[config.mk]
export PLATFORM = sky130hd
export DESIGN_NAME = mrpp_top
export DESIGN_NICKNAME = d
export VERILOG_FILES = /design/src/hdl/mrpp_pkg.sv /design/src/hdl/mrpp_buf.sv /design/src/hdl/mrpp_top.sv
export SDC_FILE = /design/constraint.sdc
export NUM_CORES = 1
export LEC_CHECK = 0
export ABC_AREA = 1
export BUFFER_PORTS_ARGS = -buffer_cell sky130_fd_sc_hd__buf_2
export CAP_MARGIN = 20
export CORE_MARGIN = 4
export CORE_UTILIZATION = 40
export CTS_CLUSTER_DIAMETER = 200
export CTS_CLUSTER_SIZE = 30
export DETAILED_ROUTE_END_ITERATION = 8
export PLACE_DENSITY = 0.6
export SKIP_LAST_GASP = 1
export SLEW_MARGIN = 0
export SYNTH_ARGS = -nofsm -noshare
export SYNTH_HDL_FRONTEND = slang
export SYNTH_HIERARCHICAL = 1
export SYNTH_SLANG_ARGS = --single-unit
[constraint.sdc]
create_clock -name clk_i -period 6.25 [get_ports clk_i]
set_input_delay 0.3125 -clock clk_i [delete_from_list [all_inputs] [get_ports clk_i]]
set_output_delay 0.3125 -clock clk_i [all_outputs]
set_load 0.02 [all_outputs]
[src/hdl/mrpp_pkg.sv]
/*
 * Shared constants for the measurement result printer port: port timing,
 * ASCII characters and text fields of a record, judgement codes and states.
 * Assumes a single 250 MHz clock; all times are converted to cycle counts here.
 */
package mrpp_pkg;

    // Core clock rate in MHz.
    localparam int CLK_MHZ = 250;

    // Data setup time before the strobe falls, in ns.
    localparam int SETUP_NS = 500;
    // Width of the low strobe pulse, in ns.
    localparam int STROBE_NS = 1000;
    // Data hold time after the strobe rises, in ns.
    localparam int HOLD_NS = 1000;

    // Least times round up to whole cycles.
    localparam logic [8:0] SETUP_CYC = 9'((SETUP_NS * CLK_MHZ + 999) / 1000);
    localparam logic [8:0] STROBE_CYC = 9'((STROBE_NS * CLK_MHZ + 999) / 1000);
    localparam logic [8:0] HOLD_CYC = 9'((HOLD_NS * CLK_MHZ + 999) / 1000);

    // A value has five BCD digits and one decimal point.
    localparam logic [2:0] VAL_LEN = 3'h6;

    // Single characters.
    localparam logic [7:0] CH_ZERO = 8'h30;
    localparam logic [7:0] CH_DOT = 8'h2E;

    // Text fields, left aligned, four characters at most.
    localparam logic [31:0] TXT_OHM = 32'h206F_686D;
    localparam logic [31:0] TXT_OF = 32'h4F46_0000;
    localparam logic [31:0] TXT_NG = 32'h4E47_0000;
    localparam logic [31:0] TXT_VSEP = 32'h2C20_0000;
    localparam logic [31:0] TXT_VUNIT = 32'h5600_0000;
    localparam logic [31:0] TXT_JSEP = 32'h2C00_0000;
    localparam logic [31:0] TXT_EOL = 32'h0D0A_0000;
    localparam logic [31:0] TXT_PASS = 32'h5061_7373;
    localparam logic [31:0] TXT_FAIL = 32'h4661_696C;
    localparam logic [31:0] TXT_LO = 32'h4C6F_0000;
    localparam logic [31:0] TXT_IN = 32'h494E_0000;
    localparam logic [31:0] TXT_HI = 32'h4869_0000;

    // Text field lengths.
    localparam logic [2:0] LEN_1 = 3'h1;
    localparam logic [2:0] LEN_2 = 3'h2;
    localparam logic [2:0] LEN_4 = 3'h4;

    // Comparator judgement codes.
    localparam logic [2:0] JDG_PASS = 3'h0;
    localparam logic [2:0] JDG_FAIL = 3'h1;
    localparam logic [2:0] JDG_LO = 3'h2;
    localparam logic [2:0] JDG_IN = 3'h3;
    localparam logic [2:0] JDG_HI = 3'h4;

    // Record formatter states, one per field of the record.
    typedef enum logic [3:0] {
        FS_IDLE, FS_RVAL, FS_UNIT, FS_MARK, FS_VSEP, FS_VVAL,
        FS_VUNIT, FS_JSEP, FS_JUDGE, FS_EOL
    } mrpp_fmt_type;

    // Printer handshake states.
    typedef enum logic [1:0] {
        PS_IDLE, PS_SETUP, PS_STROBE, PS_HOLD
    } mrpp_port_type;

endpackage : mrpp_pkg

[src/hdl/mrpp_buf.sv]
/*
 * Two-entry first-in first-out buffer with valid and ready on both sides.
 * Assumes both sides run on the same clock; a full buffer drops in_ready_o.
 */
`timescale 1ns/10ps
`default_nettype none

module mrpp_buf #(
    parameter int WIDTH = 8,
    parameter int DEPTH = 2
) (
    input wire logic clk_i,
    input wire logic arst_n_i,
    input wire logic in_valid_i,
    output logic in_ready_o,
    input wire logic [WIDTH-1:0] in_data_i,
    output logic out_valid_o,
    input wire logic out_ready_i,
    output logic [WIDTH-1:0] out_data_o
);

    localparam int PW = (DEPTH > 1) ? $clog2(DEPTH) : 1;

    // Storage for the buffered words.
    logic [WIDTH-1:0] mem_reg [DEPTH];
    // Write and read pointers and the fill level.
    logic [PW-1:0] wr_reg, wr_next, rd_reg, rd_next;
    logic [PW:0] cnt_reg, cnt_next;
    logic push, pop;

    assign in_ready_o = (cnt_reg != (PW+1)'(DEPTH));
    assign out_valid_o = (cnt_reg != '0);
    assign out_data_o = mem_reg[rd_reg];

    // Pointer and level update; pointers wrap at the depth.
    always_comb
    begin
        push = in_valid_i && in_ready_o;
        pop = out_valid_o && out_ready_i;
        wr_next = wr_reg;
        rd_next = rd_reg;
        if (push)
        begin
            wr_next = (wr_reg == PW'(DEPTH - 1)) ? '0 : wr_reg + PW'(1);
        end
        if (pop)
        begin
            rd_next = (rd_reg == PW'(DEPTH - 1)) ? '0 : rd_reg + PW'(1);
        end
        cnt_next = cnt_reg + (PW+1)'(push) - (PW+1)'(pop);
    end

    // Registers of the pointers and level.
    always_ff @(posedge clk_i or negedge arst_n_i)
    begin
        if (!arst_n_i)
        begin
            wr_reg <= '0;
            rd_reg <= '0;
            cnt_reg <= '0;
        end
        else
        begin
            wr_reg <= wr_next;
            rd_reg <= rd_next;
            cnt_reg <= cnt_next;
        end
    end

    // Word storage needs no reset; it is read only when valid.
    always_ff @(posedge clk_i)
    begin
        if (push)
        begin
            mem_reg[wr_reg] <= in_data_i;
        end
    end

endmodule // mrpp_buf

`default_nettype wire

[src/hdl/mrpp_top.sv]
/*
 * Measurement result printer port: on a falling print trigger, formats one
 * ASCII text record of the measured values and sends it byte by byte over an
 * eight-bit parallel printer port with strobe and busy.
 * Assumes measurement inputs are stable, same-clock instrument signals; the
 * trigger and busy pins are asynchronous and are synchronised here.
 */
// What this block does
// - Falling print trigger starts one record.
// - Send values, then comparator judgement.
// - Only printable ASCII plus CR LF.
// - Setup mode: ignore triggers, abort the record; bytes already buffered still go out.
// - Comparator off: omit the judgement field.
// - Print OF on overflow, NG if abnormal.
// - Eight data lines, strobe out, busy in.
`timescale 1ns/10ps
`default_nettype none

module mrpp_top
    import mrpp_pkg::*;
(
    input wire logic clk_i,
    input wire logic arst_n_i,
    input wire logic print_trig_n_i,
    input wire logic busy_i,
    input wire logic setup_mode_i,
    input wire logic comp_enable_i,
    input wire logic volt_mode_i,
    input wire logic overflow_i,
    input wire logic abnormal_i,
    input wire logic [19:0] res_bcd_i,
    input wire logic [2:0] res_dp_i,
    input wire logic [19:0] volt_bcd_i,
    input wire logic [2:0] volt_dp_i,
    input wire logic [2:0] judge_i,
    output logic [7:0] data_o,
    output logic strobe_n_o,
    output logic printing_o
);

    // Three-stage synchronisers and the agreed levels of both pins.
    logic [2:0] trig_sync_reg, busy_sync_reg;
    logic trig_level_reg, trig_level_next, busy_level_reg, busy_level_next;
    logic trig_fall;

    // Formatter state and the measurement snapshot taken at the trigger.
    mrpp_fmt_type fmt_reg, fmt_next;
    logic [2:0] idx_reg, idx_next;
    logic [19:0] res_reg, res_next, volt_reg, volt_next;
    logic [2:0] rdp_reg, rdp_next, vdp_reg, vdp_next, jdg_reg, jdg_next;
    logic of_reg, of_next, ng_reg, ng_next, vm_reg, vm_next, ce_reg, ce_next;

    // Byte pushed into the buffer and the buffer's answer.
    logic push_valid, push_ready;
    logic [7:0] push_data;
    logic [31:0] txt;
    logic [2:0] txt_len;
    logic field_num, field_last;

    // Buffer read side and the printer handshake state.
    logic pop_valid, pop_ready;
    logic [7:0] pop_data;
    mrpp_port_type port_reg, port_next;
    logic [8:0] cnt_reg, cnt_next;
    logic [7:0] data_reg, data_next;
    logic strobe_n_reg, strobe_n_next, printing_reg, printing_next;

    // Picks the character of a number at a position, the point included.
    function automatic logic [7:0] num_char(input logic [19:0] bcd, input logic [2:0] dp, input logic [2:0] pos);
        logic [2:0] dig;
        dig = (pos > dp) ? pos - 3'h1 : pos;
        if (pos == dp)
        begin
            num_char = CH_DOT;
        end
        else
        begin
            num_char = CH_ZERO + {4'h0, bcd[19 - 4 * dig -: 4]};
        end
    endfunction

    // Field that follows the present one in a record.
    function automatic mrpp_fmt_type after_field(input mrpp_fmt_type st, input logic vm, input logic ce);
        case (st)
            FS_RVAL, FS_MARK: after_field = vm ? FS_VSEP : (ce ? FS_JSEP : FS_EOL);
            FS_UNIT: after_field = vm ? FS_VSEP : (ce ? FS_JSEP : FS_EOL);
            FS_VSEP: after_field = FS_VVAL;
            FS_VVAL: after_field = FS_VUNIT;
            FS_VUNIT: after_field = ce ? FS_JSEP : FS_EOL;
            FS_JSEP: after_field = FS_JUDGE;
            FS_JUDGE: after_field = FS_EOL;
            default: after_field = FS_IDLE;
        endcase
    endfunction

    // Synchroniser levels: a change counts once stages two and three agree.
    always_comb
    begin
        trig_level_next = trig_level_reg;
        busy_level_next = busy_level_reg;
        if (trig_sync_reg[1] == trig_sync_reg[2])
        begin
            trig_level_next = trig_sync_reg[2];
        end
        if (busy_sync_reg[1] == busy_sync_reg[2])
        begin
            busy_level_next = busy_sync_reg[2];
        end
        trig_fall = trig_level_reg && !trig_level_next;
    end

    // Synchroniser registers; both pins idle high and low respectively.
    always_ff @(posedge clk_i or negedge arst_n_i)
    begin
        if (!arst_n_i)
        begin
            trig_sync_reg <= 3'h7;
            busy_sync_reg <= 3'h0;
            trig_level_reg <= 1'b1;
            busy_level_reg <= 1'b0;
        end
        else
        begin
            trig_sync_reg <= {trig_sync_reg[1:0], print_trig_n_i};
            busy_sync_reg <= {busy_sync_reg[1:0], busy_i};
            trig_level_reg <= trig_level_next;
            busy_level_reg <= busy_level_next;
        end
    end

    // Text of each fixed field and its length.
    always_comb
    begin
        txt = TXT_EOL;
        txt_len = LEN_2;
        field_num = 1'b0;
        case (fmt_reg)
            FS_RVAL, FS_VVAL: field_num = 1'b1;
            // The ohm unit follows the resistance value.
            FS_UNIT:
            begin
                txt = TXT_OHM;
                txt_len = LEN_4;
            end
            FS_MARK: txt = ng_reg ? TXT_NG : TXT_OF;
            FS_VSEP: txt = TXT_VSEP;
            FS_VUNIT:
            begin
                txt = TXT_VUNIT;
                txt_len = LEN_1;
            end
            FS_JSEP:
            begin
                txt = TXT_JSEP;
                txt_len = LEN_1;
            end
            FS_JUDGE:
            begin
                txt_len = LEN_2;
                case (jdg_reg)
                    JDG_PASS:
                    begin
                        txt = TXT_PASS;
                        txt_len = LEN_4;
                    end
                    JDG_FAIL:
                    begin
                        txt = TXT_FAIL;
                        txt_len = LEN_4;
                    end
                    JDG_LO: txt = TXT_LO;
                    JDG_IN: txt = TXT_IN;
                    default: txt = TXT_HI;
                endcase
            end
            default: txt = TXT_EOL;
        endcase
    end

    // Record formatter: walks the fields and pushes one byte per accepted cycle.
    always_comb
    begin
        fmt_next = fmt_reg;
        idx_next = idx_reg;
        res_next = res_reg;
        volt_next = volt_reg;
        rdp_next = rdp_reg;
        vdp_next = vdp_reg;
        jdg_next = jdg_reg;
        of_next = of_reg;
        ng_next = ng_reg;
        vm_next = vm_reg;
        ce_next = ce_reg;
        push_valid = 1'b0;
        // Bytes come only from ASCII digits, text and CR LF.
        push_data = (fmt_reg == FS_VVAL) ? num_char(volt_reg, vdp_reg, idx_reg) :
            (field_num ? num_char(res_reg, rdp_reg, idx_reg) : txt[31 - 8 * idx_reg -: 8]);
        field_last = (idx_reg == (field_num ? VAL_LEN - 3'h1 : txt_len - 3'h1));
        if (fmt_reg == FS_IDLE)
        begin
            // Triggers in setup mode are ignored.
            if (trig_fall && !setup_mode_i)
            begin
                res_next = res_bcd_i;
                volt_next = volt_bcd_i;
                rdp_next = res_dp_i;
                vdp_next = volt_dp_i;
                jdg_next = judge_i;
                of_next = overflow_i;
                ng_next = abnormal_i;
                vm_next = volt_mode_i;
                ce_next = comp_enable_i;
                fmt_next = (abnormal_i || overflow_i) ? FS_MARK : FS_RVAL;
                idx_next = 3'h0;
            end
        end
        // Entering setup mode aborts the record.
        else if (setup_mode_i)
        begin
            fmt_next = FS_IDLE;
            idx_next = 3'h0;
        end
        else
        begin
            push_valid = 1'b1;
            if (push_ready)
            begin
                idx_next = field_last ? 3'h0 : idx_reg + 3'h1;
                if (field_last)
                begin
                    // Field order skips the judgement when off.
                    fmt_next = (fmt_reg == FS_RVAL) ? FS_UNIT :
                        ((fmt_reg == FS_UNIT && !vm_reg) ? (ce_reg ? FS_JSEP : FS_EOL) :
                        after_field(fmt_reg, vm_reg, ce_reg));
                end
            end
        end
    end

    // Formatter registers.
    always_ff @(posedge clk_i or negedge arst_n_i)
    begin
        if (!arst_n_i)
        begin
            fmt_reg <= FS_IDLE;
            idx_reg <= 3'h0;
            res_reg <= 20'h0_0000;
            volt_reg <= 20'h0_0000;
            rdp_reg <= 3'h0;
            vdp_reg <= 3'h0;
            jdg_reg <= 3'h0;
            of_reg <= 1'b0;
            ng_reg <= 1'b0;
            vm_reg <= 1'b0;
            ce_reg <= 1'b0;
        end
        else
        begin
            fmt_reg <= fmt_next;
            idx_reg <= idx_next;
            res_reg <= res_next;
            volt_reg <= volt_next;
            rdp_reg <= rdp_next;
            vdp_reg <= vdp_next;
            jdg_reg <= jdg_next;
            of_reg <= of_next;
            ng_reg <= ng_next;
            vm_reg <= vm_next;
            ce_reg <= ce_next;
        end
    end

    // Two-entry buffer between formatter and printer handshake.
    mrpp_buf #(
        .WIDTH(8),
        .DEPTH(2)
    ) u_buf (
        .clk_i(clk_i),
        .arst_n_i(arst_n_i),
        .in_valid_i(push_valid),
        .in_ready_o(push_ready),
        .in_data_i(push_data),
        .out_valid_o(pop_valid),
        .out_ready_i(pop_ready),
        .out_data_o(pop_data)
    );

    // Printer handshake: busy low, data setup, strobe low pulse, hold.
    always_comb
    begin
        port_next = port_reg;
        cnt_next = (cnt_reg != 9'h000) ? cnt_reg - 9'h001 : 9'h000;
        data_next = data_reg;
        strobe_n_next = strobe_n_reg;
        // Take a byte only while busy is low.
        pop_ready = (port_reg == PS_IDLE) && !busy_level_reg;
        case (port_reg)
            PS_IDLE:
            begin
                if (pop_valid && !busy_level_reg)
                begin
                    data_next = pop_data;
                    cnt_next = SETUP_CYC - 9'h001;
                    port_next = PS_SETUP;
                end
            end
            PS_SETUP:
            begin
                if (cnt_reg == 9'h000)
                begin
                    strobe_n_next = 1'b0;
                    cnt_next = STROBE_CYC - 9'h001;
                    port_next = PS_STROBE;
                end
            end
            PS_STROBE:
            begin
                if (cnt_reg == 9'h000)
                begin
                    strobe_n_next = 1'b1;
                    cnt_next = HOLD_CYC - 9'h001;
                    port_next = PS_HOLD;
                end
            end
            PS_HOLD:
            begin
                if (cnt_reg == 9'h000)
                begin
                    port_next = PS_IDLE;
                end
            end
            default: port_next = PS_IDLE;
        endcase
        printing_next = (fmt_next != FS_IDLE) || (port_next != PS_IDLE) || pop_valid;
    end

    // Handshake registers; every output comes from here.
    always_ff @(posedge clk_i or negedge arst_n_i)
    begin
        if (!arst_n_i)
        begin
            port_reg <= PS_IDLE;
            cnt_reg <= 9'h000;
            data_reg <= 8'h00;
            strobe_n_reg <= 1'b1;
            printing_reg <= 1'b0;
        end
        else
        begin
            port_reg <= port_next;
            cnt_reg <= cnt_next;
            data_reg <= data_next;
            strobe_n_reg <= strobe_n_next;
            printing_reg <= printing_next;
        end
    end

    assign data_o = data_reg;
    assign strobe_n_o = strobe_n_reg;
    assign printing_o = printing_reg;

endmodule // mrpp_top

`default_nettype wire

==> impl_metrics.env, run 1 <==
export IMPL_ys_async_sr_fraction_pct=85.19
export IMPL_grt_ovfl_total=0
export IMPL_power_internal_uw=1777
export IMPL_whs_ps=58.76
export IMPL_synthesis_area_mm2=0.005959
export IMPL_clkTransAtPathRegs_ps=70
export IMPL_power_share_combinational_pct=47.9
export IMPL_final_setup_tns_ps=0
export IMPL_netlist_instances=723
export IMPL_synth_top_area_share_pct=36.53
export IMPL_grt_first_pass_wirelength_um=23330
export IMPL_grt_setup_unrepaired="no"
export IMPL_flow_area_growth_from_synthesis_pct=13.77
export IMPL_final_setup_violation_count=0
export IMPL_outcome="finished clean"
export IMPL_hold_violations=0
export IMPL_synth_edff_count=16
export IMPL_worst_slew_margin_rel_pct=41.54
export IMPL_critical_path_slowest_cell="dfrtp_1"
export IMPL_i_o_pin_cnt=68
export IMPL_synth_area_top_cells="dfrtp_1, nand2_1, edfxtp_1"
export IMPL_power_leakage_uw=0.003320
export IMPL_vias_per_std_cell=5.029
export IMPL_area_sequential_mm2=0.002789
export IMPL_wl_per_cell_um=13.84
export IMPL_worst_setup_path_end_kind="flop"
export IMPL_timing_hold_worst_class="input port to flop"
export IMPL_timing_worst_setup_path_type="flop to flop"
export IMPL_drv_slew=0
export IMPL_cts_buffer_depth=2
export IMPL_buffer_ports_inserted=67
export IMPL_cp_arrival_ps=3750
export IMPL_post_route_cell_area_mm2=0.006780
export IMPL_count_leader_synth="nand2_1"
export IMPL_post_route_cells_drive_above_1_share_pct=18.36
export IMPL_multi_input_comb_area_mm2=0.002746
export IMPL_place_area_mm2=0.006479
export IMPL_ir_drop_mv=0.2249
export IMPL_synth_warnings=6
export IMPL_cp_data_required_time_ps=6440
export IMPL_detailedRoute_firstPassIterationCount=5
export IMPL_fin_ws_ps=2687
export IMPL_crit_chain="inv_1 -> ha_1 -> nand3_1 -> nand2_1 -> nand2_1 -> nand2_1 -> inv_2 -> ha_1 -> nor2_1 -> nand2_1 -> nand2_1 -> nand2_1 -> inv_1 -> a21oi_1 -> a21oi_1"
export IMPL_cts_tree="done"
export IMPL_initial_utilization_pct=40.85
export IMPL_globalplace_congestion=0.9928
export IMPL_post_route_drc_count=0
export IMPL_clock_tree_htree_level_count=3
export IMPL_final_period_utilization_pct=57.01
export IMPL_worst_slew_pin_slew_ps=876.9
export IMPL_leading_cell_types_by_count_after_synthesis="nand2_1, dfrtp_1, inv_1"
export IMPL_grt_max_degree=85
export IMPL_number_of_register_bits_inferred_by_synthesis=108
export IMPL_grt_pass1_vias=4982
export IMPL_core_area_mm2=0.01459
export IMPL_yosys_cell_types_count=49
export IMPL_die_height_um=130.1
export IMPL_die_w_um=130.1
export IMPL_yosys_top_cell_by_area="dfrtp_1"
export IMPL_critPathMostFrequentCell="nand2_1"
export IMPL_antenna_left=0
export IMPL_ctsRootBufferMaster="clkbuf_16"
export IMPL_max_cap_violations=0
export IMPL_skew_ps=8.968
export IMPL_post_synth_cell_area_avg_um2=8.243
export IMPL_critical_path_max_stage_delay_ps=670
export IMPL_number_of_buffers_inserted_during_clock_tree_synthesis=9
export IMPL_pwr_share_seq_pct=34.4
export IMPL_preCtsSetupSlack_ps=2740
export IMPL_hpwlAfterDp_um=10300
export IMPL_p_sw_uw=1377
export IMPL_maximum_frequency_from_static_timing_analysis_ghz=0.2806
export IMPL_grt_antenna_before_repair=0
export IMPL_timing_critical_path_from_type="flop"
export IMPL_buffers_inserted_by_post_cts_timing_repair=0
export IMPL_share_clk_of_total_power_pct=17.8
export IMPL_fillCellCount=1442
export IMPL_diodes=0
export IMPL_yosys_most_used_dff="dfrtp_1"
export IMPL_ff2ff_setup_slack_ps=2690
export IMPL_vias_after_detailed_routing=4923
export IMPL_routed_wl_um=13550
export IMPL_final_min_clock_period_ps=3563
export IMPL_design_die_area_mm2=0.01692
export IMPL_cell_rows=44
export IMPL_critical_path_fanouts_max=15
export IMPL_power_switching_fraction_pct=43.66
export IMPL_grt_total_usage_pct=17.10
export IMPL_drt_initial_drc_count=241
export IMPL_layout_nets=865
export IMPL_numClockSinks=108
export IMPL_worstSkewPairLatency_ps=350
export IMPL_synth_yosys_seq_area_share_pct=46.80
export IMPL_pwr_density_cell_mw_per_mm2=465.2
[final timing paths]
kind / start / endpoint / cells after the start
min: print_trig_n_i / trig_sync_reg[0] / 1
min in group asynchronous: arst_n_i / ce_reg / 2
max in group asynchronous: arst_n_i / jdg_reg[1] / 3
max reg2reg: idx_reg[0] / u_buf/mem_reg[0][2] / 15
min reg2reg: busy_sync_reg[0] / busy_sync_reg[1] / 0
max: idx_reg[0] / u_buf/mem_reg[0][2] / 15
[metrics by stage]
| stage | utilization (%) | std cells | total power (uW) |
|---|---|---|---|
| final | 46.48 | 979 | 3154 |
| after global routing | 46.48 | 979 | 3477 |
| after CTS | 46.48 | 979 | 3173 |
| after detailed placement | 44.41 | 962 | 2597 |
| after global placement | 44.41 | 962 | 2562 |
| after floorplan | - | 724 | 2236 |
[final cells by class]
| cell class | instances | area share (%) |
|---|---|---|
| Clock inverter | 6 | 0.7751 |
| Clock buffer | 10 | 3.525 |
| Inverter | 94 | 5.204 |
| Timing Repair Buffer | 71 | 5.462 |
| Multi-Input combinational cell | 506 | 40.51 |
| Sequential cell | 108 | 41.13 |
| Tap cell | 184 | 3.395 |
[metal layers]
| layer | track usage [%] | vias to the layer above | wire [um] |
|---|---|---|---|
| met5 | 0 | - | 0 |
| met3 | 2.824 | 29 | 589 |
| li1 | - | 2477 | - |
| met2 | 28.00 | 126 | 6471 |
| met1 | 22.53 | 2291 | 6136 |
| met4 | 7.152 | 0 | 357 |
[critical path: cells and delay by family (launching register included)]
| family | cells | cell delay, ps |
|---|---|---|
| buffers and inverters | 3 | 560 |
| adders and majority gates | 2 | 770 |
| AOI/OAI and AO/OA | 2 | 240 |
| DFF | 1 | 670 |
| and+or+nand+nor | 8 | 1150 |
[power by group through the flow]
stage | Combinational [uW] | Sequential [uW] | Clock (uW)
after floorplan | 1200 | 1040 | 0
after global placement | 1460 | 1100 | 0
after detailed placement | 1500 | 1100 | 0
after CTS | 1510 | 1090 | 576
after global routing | 1760 | 1110 | 609
final | 1510 | 1080 | 560
[layout by cell type, fill, tap and decap left out, types with 3 or more instances in the layout]
cell type / instances
inv_2: 14
nor3_1: 7
nor2_2: 7
a21oi_1: 57
buf_2: 66
dfrtp_1: 87
xor2_1: 7
dfstp_2: 5
o211ai_1: 9
ha_1: 17
nand4_1: 3
nand3_2: 5
inv_1: 78
nand3_1: 51
nor2_1: 64
mux2_2: 4
nor2_4: 5
mux2_1: 19
nand2_2: 13
o21ai_0: 14
clkbuf_16: 9
edfxtp_1: 16
a211oi_1: 4
buf_4: 4
o21ai_1: 10
nand2_1: 181
xnor2_1: 3
[logic make-up (layout without fill, tap and decap cells)]
group	count (synthesis)	count (layout)	share of synthesized area, %
and+or+nand+nor	346	346	26.22
buffers and inverters	110	181	7.222
DFF	108	108	46.80
AOI/OAI and AO/OA	106	106	9.973
muxes	23	23	4.346
adders and majority gates	19	19	3.905
xor gates and xnor gates	10	10	1.470
other	1	2	0.06293
[repair_timing]
action,CTS,global route
gates resized for setup,0,0
hold buffers,1,0
endpoints found under the hold margin,30,0
Note: power is estimated with default switching activity, not from simulation.
==> run 2, diff against run 1 <==
--- a/config.mk
+++ b/config.mk
@@ -13,7 +13,7 @@
 export CTS_CLUSTER_DIAMETER = 200
 export CTS_CLUSTER_SIZE = 30
 export DETAILED_ROUTE_END_ITERATION = 8
-export PLACE_DENSITY = 0.6
+export PLACE_DENSITY = 0.62
 export SKIP_LAST_GASP = 1
 export SLEW_MARGIN = 0
 export SYNTH_ARGS = -nofsm -noshare
==> constraint.sdc (replaced) <==
create_clock -name clk_i -period 3.25 [get_ports clk_i]
set_input_delay 0.1625 -clock clk_i [delete_from_list [all_inputs] [get_ports clk_i]]
set_output_delay 0.1625 -clock clk_i [all_outputs]
set_load 0.02 [all_outputs]
==> run 2 against run 1 <==
  * Core utilization rose by 0.62 points
  * Setup slack got worse by 2300 ps
  * Sequential share of layout area fell by 0.54 points
  * Flip-flop and latch count did not move
==> impl_metrics.env, run 2 (synthesized netlist as in run 1, its figures left out) <==
export IMPL_grt_total_usage_pct=15.95
export IMPL_die_w_um=130.1
export IMPL_critical_path_cell_count=16
export IMPL_vias_per_std_cell=4.843
export IMPL_timing_hold_worst_class="input port to flop"
export IMPL_critical_path_slowest_cell="dfrtp_1"
export IMPL_flow_area_growth_from_synthesis_pct=15.28
export IMPL_max_cap_violations=0
export IMPL_layout_nets=875
export IMPL_path_buf_inv=2
export IMPL_crit_reg2reg_launch="idx_reg[1]"
export IMPL_cp_arrival_ps=3020
export IMPL_ctsRootBufferMaster="clkbuf_16"
export IMPL_number_of_buffers_inserted_during_clock_tree_synthesis=9
export IMPL_post_route_util_pct=47.09
export IMPL_numClockSinks=108
export IMPL_drt_initial_drc_count=260
export IMPL_post_route_cells_drive_above_1_share_pct=19.03
export IMPL_worst_slew_pin_slew_ps=676.5
export IMPL_buffer_ports_inserted=67
export IMPL_worstSkewPairLatency_ps=350
export IMPL_grt_setup_unrepaired="no"
export IMPL_cts_buffer_depth=2
export IMPL_timing_worst_setup_path_type="flop to flop"
export IMPL_buffers_inserted_by_post_cts_timing_repair=0
export IMPL_timing_rr_end="u_buf/mem_reg[0][2]"
export IMPL_outcome="finished clean"
export IMPL_timing_critical_path_from_type="flop"
export IMPL_grt_antenna_before_repair=0
export IMPL_worst_slew_margin_rel_pct=54.73
export IMPL_die_height_um=130.1
export IMPL_core_area_mm2=0.01459
export IMPL_initial_utilization_pct=40.85
export IMPL_power_uw=6026
export IMPL_design_die_area_mm2=0.01692
export IMPL_routed_wl_um=12710
export IMPL_post_route_drc_count=0
export IMPL_wl_per_cell_um=12.87
export IMPL_vias_after_detailed_routing=4785
export IMPL_grt_ovfl_total=0
export IMPL_hpwlAfterDp_um=9881
export IMPL_final_setup_tns_ps=0
export IMPL_power_leakage_uw=0.003376
export IMPL_antenna_left=0
export IMPL_grt_first_pass_wirelength_um=21620
export IMPL_rr_worst_depth=16
export IMPL_final_min_clock_period_ps=2839
export IMPL_cp_data_required_time_ps=3430
export IMPL_cts_repair_resize_count=0
export IMPL_critPathMostFrequentCell="nand2_1"
export IMPL_cpLargestDelayFamily="simple AND/OR/NAND/NOR gates"
export IMPL_cts_tree="done"
export IMPL_clkTransAtPathRegs_ps=70
export IMPL_maximum_frequency_from_static_timing_analysis_ghz=0.3523
export IMPL_ctsHoldBuffers=3
export IMPL_clock_tree_htree_level_count=3
export IMPL_drv_slew=0
export IMPL_crit_chain="ha_1 -> nand2_1 -> o21ai_2 -> nand2_2 -> nand2_1 -> nand2_2 -> ha_1 -> inv_1 -> nand3_1 -> nand2_1 -> nand2_1 -> inv_1 -> nand2_1 -> nand2_1 -> nand2_1 -> a21oi_1"
export IMPL_detailedRoute_firstPassIterationCount=4
export IMPL_critical_path_end="u_buf/mem_reg[0][2]"
export IMPL_grt_pass1_vias=4630
export IMPL_i_o_pin_cnt=68
export IMPL_cell_rows=44
export IMPL_layout_cells_most_common="nand2_1"
export IMPL_top_library_cells_by_usage_in_the_layout_fill_and_taps_aside="nand2_1, dfrtp_1, inv_1"
export IMPL_hold_violations=0
export IMPL_skew_ps=8.287
export IMPL_diodes=0
export IMPL_worst_setup_path_end_kind="flop"
export IMPL_ir_drop_mv=0.4323
export IMPL_crit_path_launch="idx_reg[1]"
export IMPL_critical_path_fanouts_max=10
export IMPL_critical_path_max_stage_delay_ps=480
export IMPL_final_period_utilization_pct=87.35
export IMPL_pwr_density_cell_mw_per_mm2=877.1
export IMPL_grt_max_degree=60
export IMPL_final_setup_violation_count=0
export IMPL_ff2ff_setup_slack_ps=410
export IMPL_globalplace_congestion=0.9351
-- run 2: cell types whose count changed in the layout (fill, tap and decap cells not counted), sizes merged --
cell / previous run / this run
clkinv: 3 / 5
buf: 70 / 78
bufinv: 0 / 1
clkinvlp: 1 / 0
clkbuf: 10 / 9
inv: 96 / 94
dlygate4sd3: 1 / 3
-- run 2: layer usage --
metal | vias to the layer above | GRT usage (%) | wire (um)
li1 | 2506 | - | -
met1 | 2171 | 21.21 | 5984
met2 | 98 | 25.26 | 5954
met3 | 10 | 4.093 | 576
met4 | 0 | 5.807 | 197
met5 | - | 0 | 0
-- run 2: worst min path at each step --
stage	depth (start not counted)	start	to
CTS	2	res_dp_i[0]	rdp_reg[0]
floorplan	0	arst_n_i	busy_level_reg
global route	2	res_bcd_i[16]	res_reg[16]
global placement	1	arst_n_i	cnt_reg[4]
finish	2	res_bcd_i[0]	res_reg[0]
detailed placement	1	arst_n_i	cnt_reg[3]
-- run 2: final cells by class --
cell class | count | area (um^2)
Clock inverter | 6 | 63.81
Timing Repair Buffer | 81 | 462.9
Sequential cell | 108 | 2789
Inverter | 94 | 352.8
Fill cell | 1446 | 7719
Clock buffer | 9 | 225.2
Multi-Input combinational cell | 506 | 2746
Tap cell | 184 | 230.2
-- run 2: where the power goes --
group / internal [uW] / total (uW) / leakage, uW / switching, uW
sequential: 1820 / 2050 / 0.00118 / 222
clock: 595 / 1090 / 0.000146 / 497
combinational: 1080 / 2890 / 0.00205 / 1800
total: 3500 / 6030 / 0.00338 / 2520
-- run 2: through the flow --
stage | setup WS, ps | cells | hold slack, ps | area [um^2]
3_3_place_gp | 493.8 | 970 | 83.08 | 6551
3_5_place_dp | 442.9 | 970 | 82.94 | 6551
5_1_grt | 75.51 | 988 | 0.04455 | 6870
4_1_cts | 414.6 | 988 | 2.062 | 6870
2_1_floorplan | 672.1 | 724 | -133.1 | 5963
6_report | 411.2 | 988 | 17.77 | 6870
==> run 3, diff against run 2 <==
--- a/config.mk
+++ b/config.mk
@@ -5,7 +5,6 @@
 export SDC_FILE = /design/constraint.sdc
 export NUM_CORES = 1
 export LEC_CHECK = 0
-export ABC_AREA = 1
 export BUFFER_PORTS_ARGS = -buffer_cell sky130_fd_sc_hd__buf_2
 export CAP_MARGIN = 20
 export CORE_MARGIN = 4
@@ -13,7 +12,7 @@
 export CTS_CLUSTER_DIAMETER = 200
 export CTS_CLUSTER_SIZE = 30
 export DETAILED_ROUTE_END_ITERATION = 8
-export PLACE_DENSITY = 0.62
+export PLACE_DENSITY = 0.6
 export SKIP_LAST_GASP = 1
 export SLEW_MARGIN = 0
 export SYNTH_ARGS = -nofsm -noshare
==> constraint.sdc (replaced) <==
create_clock -name clk_i -period 3.05 [get_ports clk_i]
set_input_delay 0.1525 -clock clk_i [delete_from_list [all_inputs] [get_ports clk_i]]
set_output_delay 0.1525 -clock clk_i [all_outputs]
set_load 0.02 [all_outputs]
==> run 3 against run 2 <==
  * The run now ends with setup timing left
  * Global-route usage increased by 1.3 points
  * Final area is 7.7% higher
  * Clock skew is essentially flat
  * Wire length increased by 11%
  * Final cell count is 13% lower
  * Non-clock buffer count is 49 higher
  * Flip-flop and latch count stayed put
  * Maximum frequency fell by 16%
  * Synthesized area is 0.34% lower
  * Largest power group unchanged
  * Highest routed layer unchanged
==> impl_metrics.env, run 3 <==
export IMPL_outcome="finished, violations left"
export IMPL_violations_in_the_final_reports="setup timing"
export IMPL_grt_antenna_before_repair=0
export IMPL_grt_total_usage_pct=17.29
export IMPL_skew_ps=8.496
export IMPL_wl_per_cell_um=16.51
export IMPL_vias_after_detailed_routing=4631
export IMPL_rr_worst_depth=10
export IMPL_ff2ff_setup_slack_ps=-320
export IMPL_synth_area_top_cells="dfrtp_1, mux2_2, edfxtp_1"
export IMPL_critPathMostFrequentCell="or4_1"
export IMPL_hpwlAfterDp_um=10130
export IMPL_cts_buffer_depth=2
export IMPL_hold_violations=0
export IMPL_hold_path_endpoint="vdp_reg[1]"
export IMPL_cp_data_required_time_ps=3280
export IMPL_initial_utilization_pct=40.87
export IMPL_buffer_ports_inserted=67
export IMPL_globalplace_congestion=0.8584
export IMPL_top_library_cells_by_usage_in_the_layout_fill_and_taps_aside="dfrtp_1, buf_2, mux2_2"
export IMPL_post_route_util_pct=50.91
export IMPL_drt_initial_drc_count=223
export IMPL_critical_path_fanouts_max=3
export IMPL_number_of_register_bits_inferred_by_synthesis=108
export IMPL_grt_ovfl_total=0
export IMPL_diodes=0
export IMPL_grt_max_degree=71
export IMPL_timing_hold_worst_class="input port to flop"
export IMPL_critical_path_max_stage_delay_ps=570
export IMPL_ys_async_sr_fraction_pct=85.19
export IMPL_ctsRootBufferMaster="clkbuf_16"
export IMPL_worst_setup_path_end_kind="flop"
export IMPL_netlist_instances=556
export IMPL_vias_per_std_cell=5.410
export IMPL_timing_critical_path_from_type="flop"
export IMPL_synth_edff_count=16
export IMPL_cell_rows=44
export IMPL_numClockSinks=108
export IMPL_synth_top_area_share_pct=36.65
export IMPL_fin_ws_ps=-323.5
export IMPL_min_delay_start="volt_dp_i[1]"
export IMPL_layout_nets=742
export IMPL_final_min_clock_period_ps=3373
export IMPL_leading_cell_types_by_count_after_synthesis="dfrtp_1, mux2_2, nand2_1"
export IMPL_whs_ps=17.19
export IMPL_post_route_drc_count=0
export IMPL_fillCellCount=1307
export IMPL_path_buf_inv=0
export IMPL_synth_yosys_seq_area_share_pct=46.96
export IMPL_post_route_cell_area_mm2=0.007400
export IMPL_antenna_left=0
export IMPL_flow_area_growth_from_synthesis_pct=24.58
export IMPL_worst_slew_margin_rel_pct=38.86
export IMPL_timing_rr_end="printing_o"
export IMPL_grt_pass1_vias=4632
export IMPL_place_area_mm2=0.006812
export IMPL_synthesis_area_mm2=0.005939
export IMPL_worstHoldPathCells=2
export IMPL_cpLargestDelayFamily="simple AND/OR/NAND/NOR gates"
export IMPL_grt_setup_unrepaired="yes"
export IMPL_worstSkewPairLatency_ps=360
export IMPL_grt_first_pass_wirelength_um=23200
export IMPL_drv_slew=0
export IMPL_synth_warnings=6
export IMPL_die_height_um=129.9
export IMPL_power_leakage_uw=0.003133
export IMPL_yosys_most_used_dff="dfrtp_1"
export IMPL_number_of_buffers_inserted_during_clock_tree_synthesis=9
export IMPL_layout_cells_most_common="dfrtp_1"
export IMPL_crit_chain="or4b_4 -> nor3_4 -> or2_4 -> ha_4 -> o21a_1 -> or4_4 -> mux2i_4 -> mux2i_1 -> or4_1 -> or4_1"
export IMPL_crit_reg2reg_launch="fmt_reg[0]"
export IMPL_final_setup_violation_count=1
export IMPL_i_o_pin_cnt=68
export IMPL_clkTransAtPathRegs_ps=70
export IMPL_pwr_density_cell_mw_per_mm2=1079
export IMPL_cp_arrival_ps=3600
export IMPL_core_area_mm2=0.01453
export IMPL_routed_wl_um=14130
export IMPL_detailedRoute_firstPassIterationCount=5
export IMPL_timing_worst_setup_path_type="flop to flop"
export IMPL_yosys_top_cell_by_area="dfrtp_1"
export IMPL_maximum_frequency_from_static_timing_analysis_ghz=0.2964
export IMPL_yosys_cell_types_count=66
export IMPL_max_cap_violations=0
export IMPL_worst_slew_pin_slew_ps=917.1
export IMPL_count_leader_synth="dfrtp_1"
export IMPL_design_die_area_mm2=0.01686
export IMPL_critical_path_slowest_cell="or4b_4"
export IMPL_cts_tree="done"
export IMPL_post_synth_cell_area_avg_um2=10.68
export IMPL_die_w_um=129.9
export IMPL_post_route_cells_drive_above_1_share_pct=39.29
export IMPL_ir_drop_mv=0.5812
export IMPL_final_period_utilization_pct=110.6
export IMPL_clock_tree_htree_level_count=3
run 3: changes by cell type after synthesis, sizes merged, moves of 13 or more:
cell / previous run / this run
a21oi: 57 / 30
clkbuf: 5 / 28
inv: 92 / 19
mux2: 23 / 62
nand2: 195 / 58
nand3: 58 / 9
nor2: 76 / 32
xnor2: 3 / 16
run 3: layer usage:
metal / up-vias / routed length, um / GRT usage, % / part of all wire, %
met2: 109 / 6750 / 27.51 / 48
met3: 19 / 655 / 3.848 / 4.6
met4: 0 / 219 / 5.623 / 1.5
met5: - / 0 / 0 / 0
met1: 2261 / 6505 / 23.63 / 46
li1: 2242 / - / - / -
run 3: layout make-up:
class,instances,area (um^2),share of cell area (%)
clock inverter,5,36.28,0.4904
sequential,108,2790,37.71
timing repair buffer,130,825.8,11.16
multi-input combinational,399,3208,43.35
clock buffer,11,232.7,3.145
tap,184,230.2,3.111
inverter,19,76.32,1.031
run 3: worst max path at each step:
stage	start	to	slack, ps	depth (start not counted)
2_1_floorplan	fmt_reg[1]	printing_o	-540	12
3_3_place_gp	fmt_reg[2]	printing_o	-280	10
3_5_place_dp	fmt_reg[2]	printing_o	-390	10
4_1_cts	fmt_reg[0]	printing_o	-250	12
5_1_grt	fmt_reg[0]	printing_o	-410	10
6_report	fmt_reg[0]	printing_o	-320	10
run 3: power breakdown:
part	internal (uW)	switching, uW
Clock	558	529
Sequential	2000	366
Combinational	2370	2160
run 3: metrics by stage:
stage	instances	setup TNS, ps	setup slack [ps]	total power (uW)
floorplan	557	-543.6	-543.6	5189
CTS	853	-388.8	-252.8	7694
detailed placement	820	-807.2	-393.6	6437
global route	856	-1170	-408.6	8594
finish	856	-323.5	-323.5	7986
global placement	820	-509.0	-275.8	6322
run 3: what timing repair did:
item                                   CTS  global route
setup buffers                           15             5
endpoints found under the hold margin   65             0
resized for setup                       14            19
pin swaps                               10             7
hold buffers                             3             0
setup endpoints to repair                9            10
run 3: logic make-up after synthesis:
| logic type | synth area share [%] |
|---|---|
| simple gates | 14.70 |
| compound gates | 12.37 |
| flops | 46.96 |
| mux | 15.67 |
| buf+inv | 3.223 |
| xor+xnor | 3.097 |
| fa+ha+maj | 3.918 |
| other cells | 0.06314 |
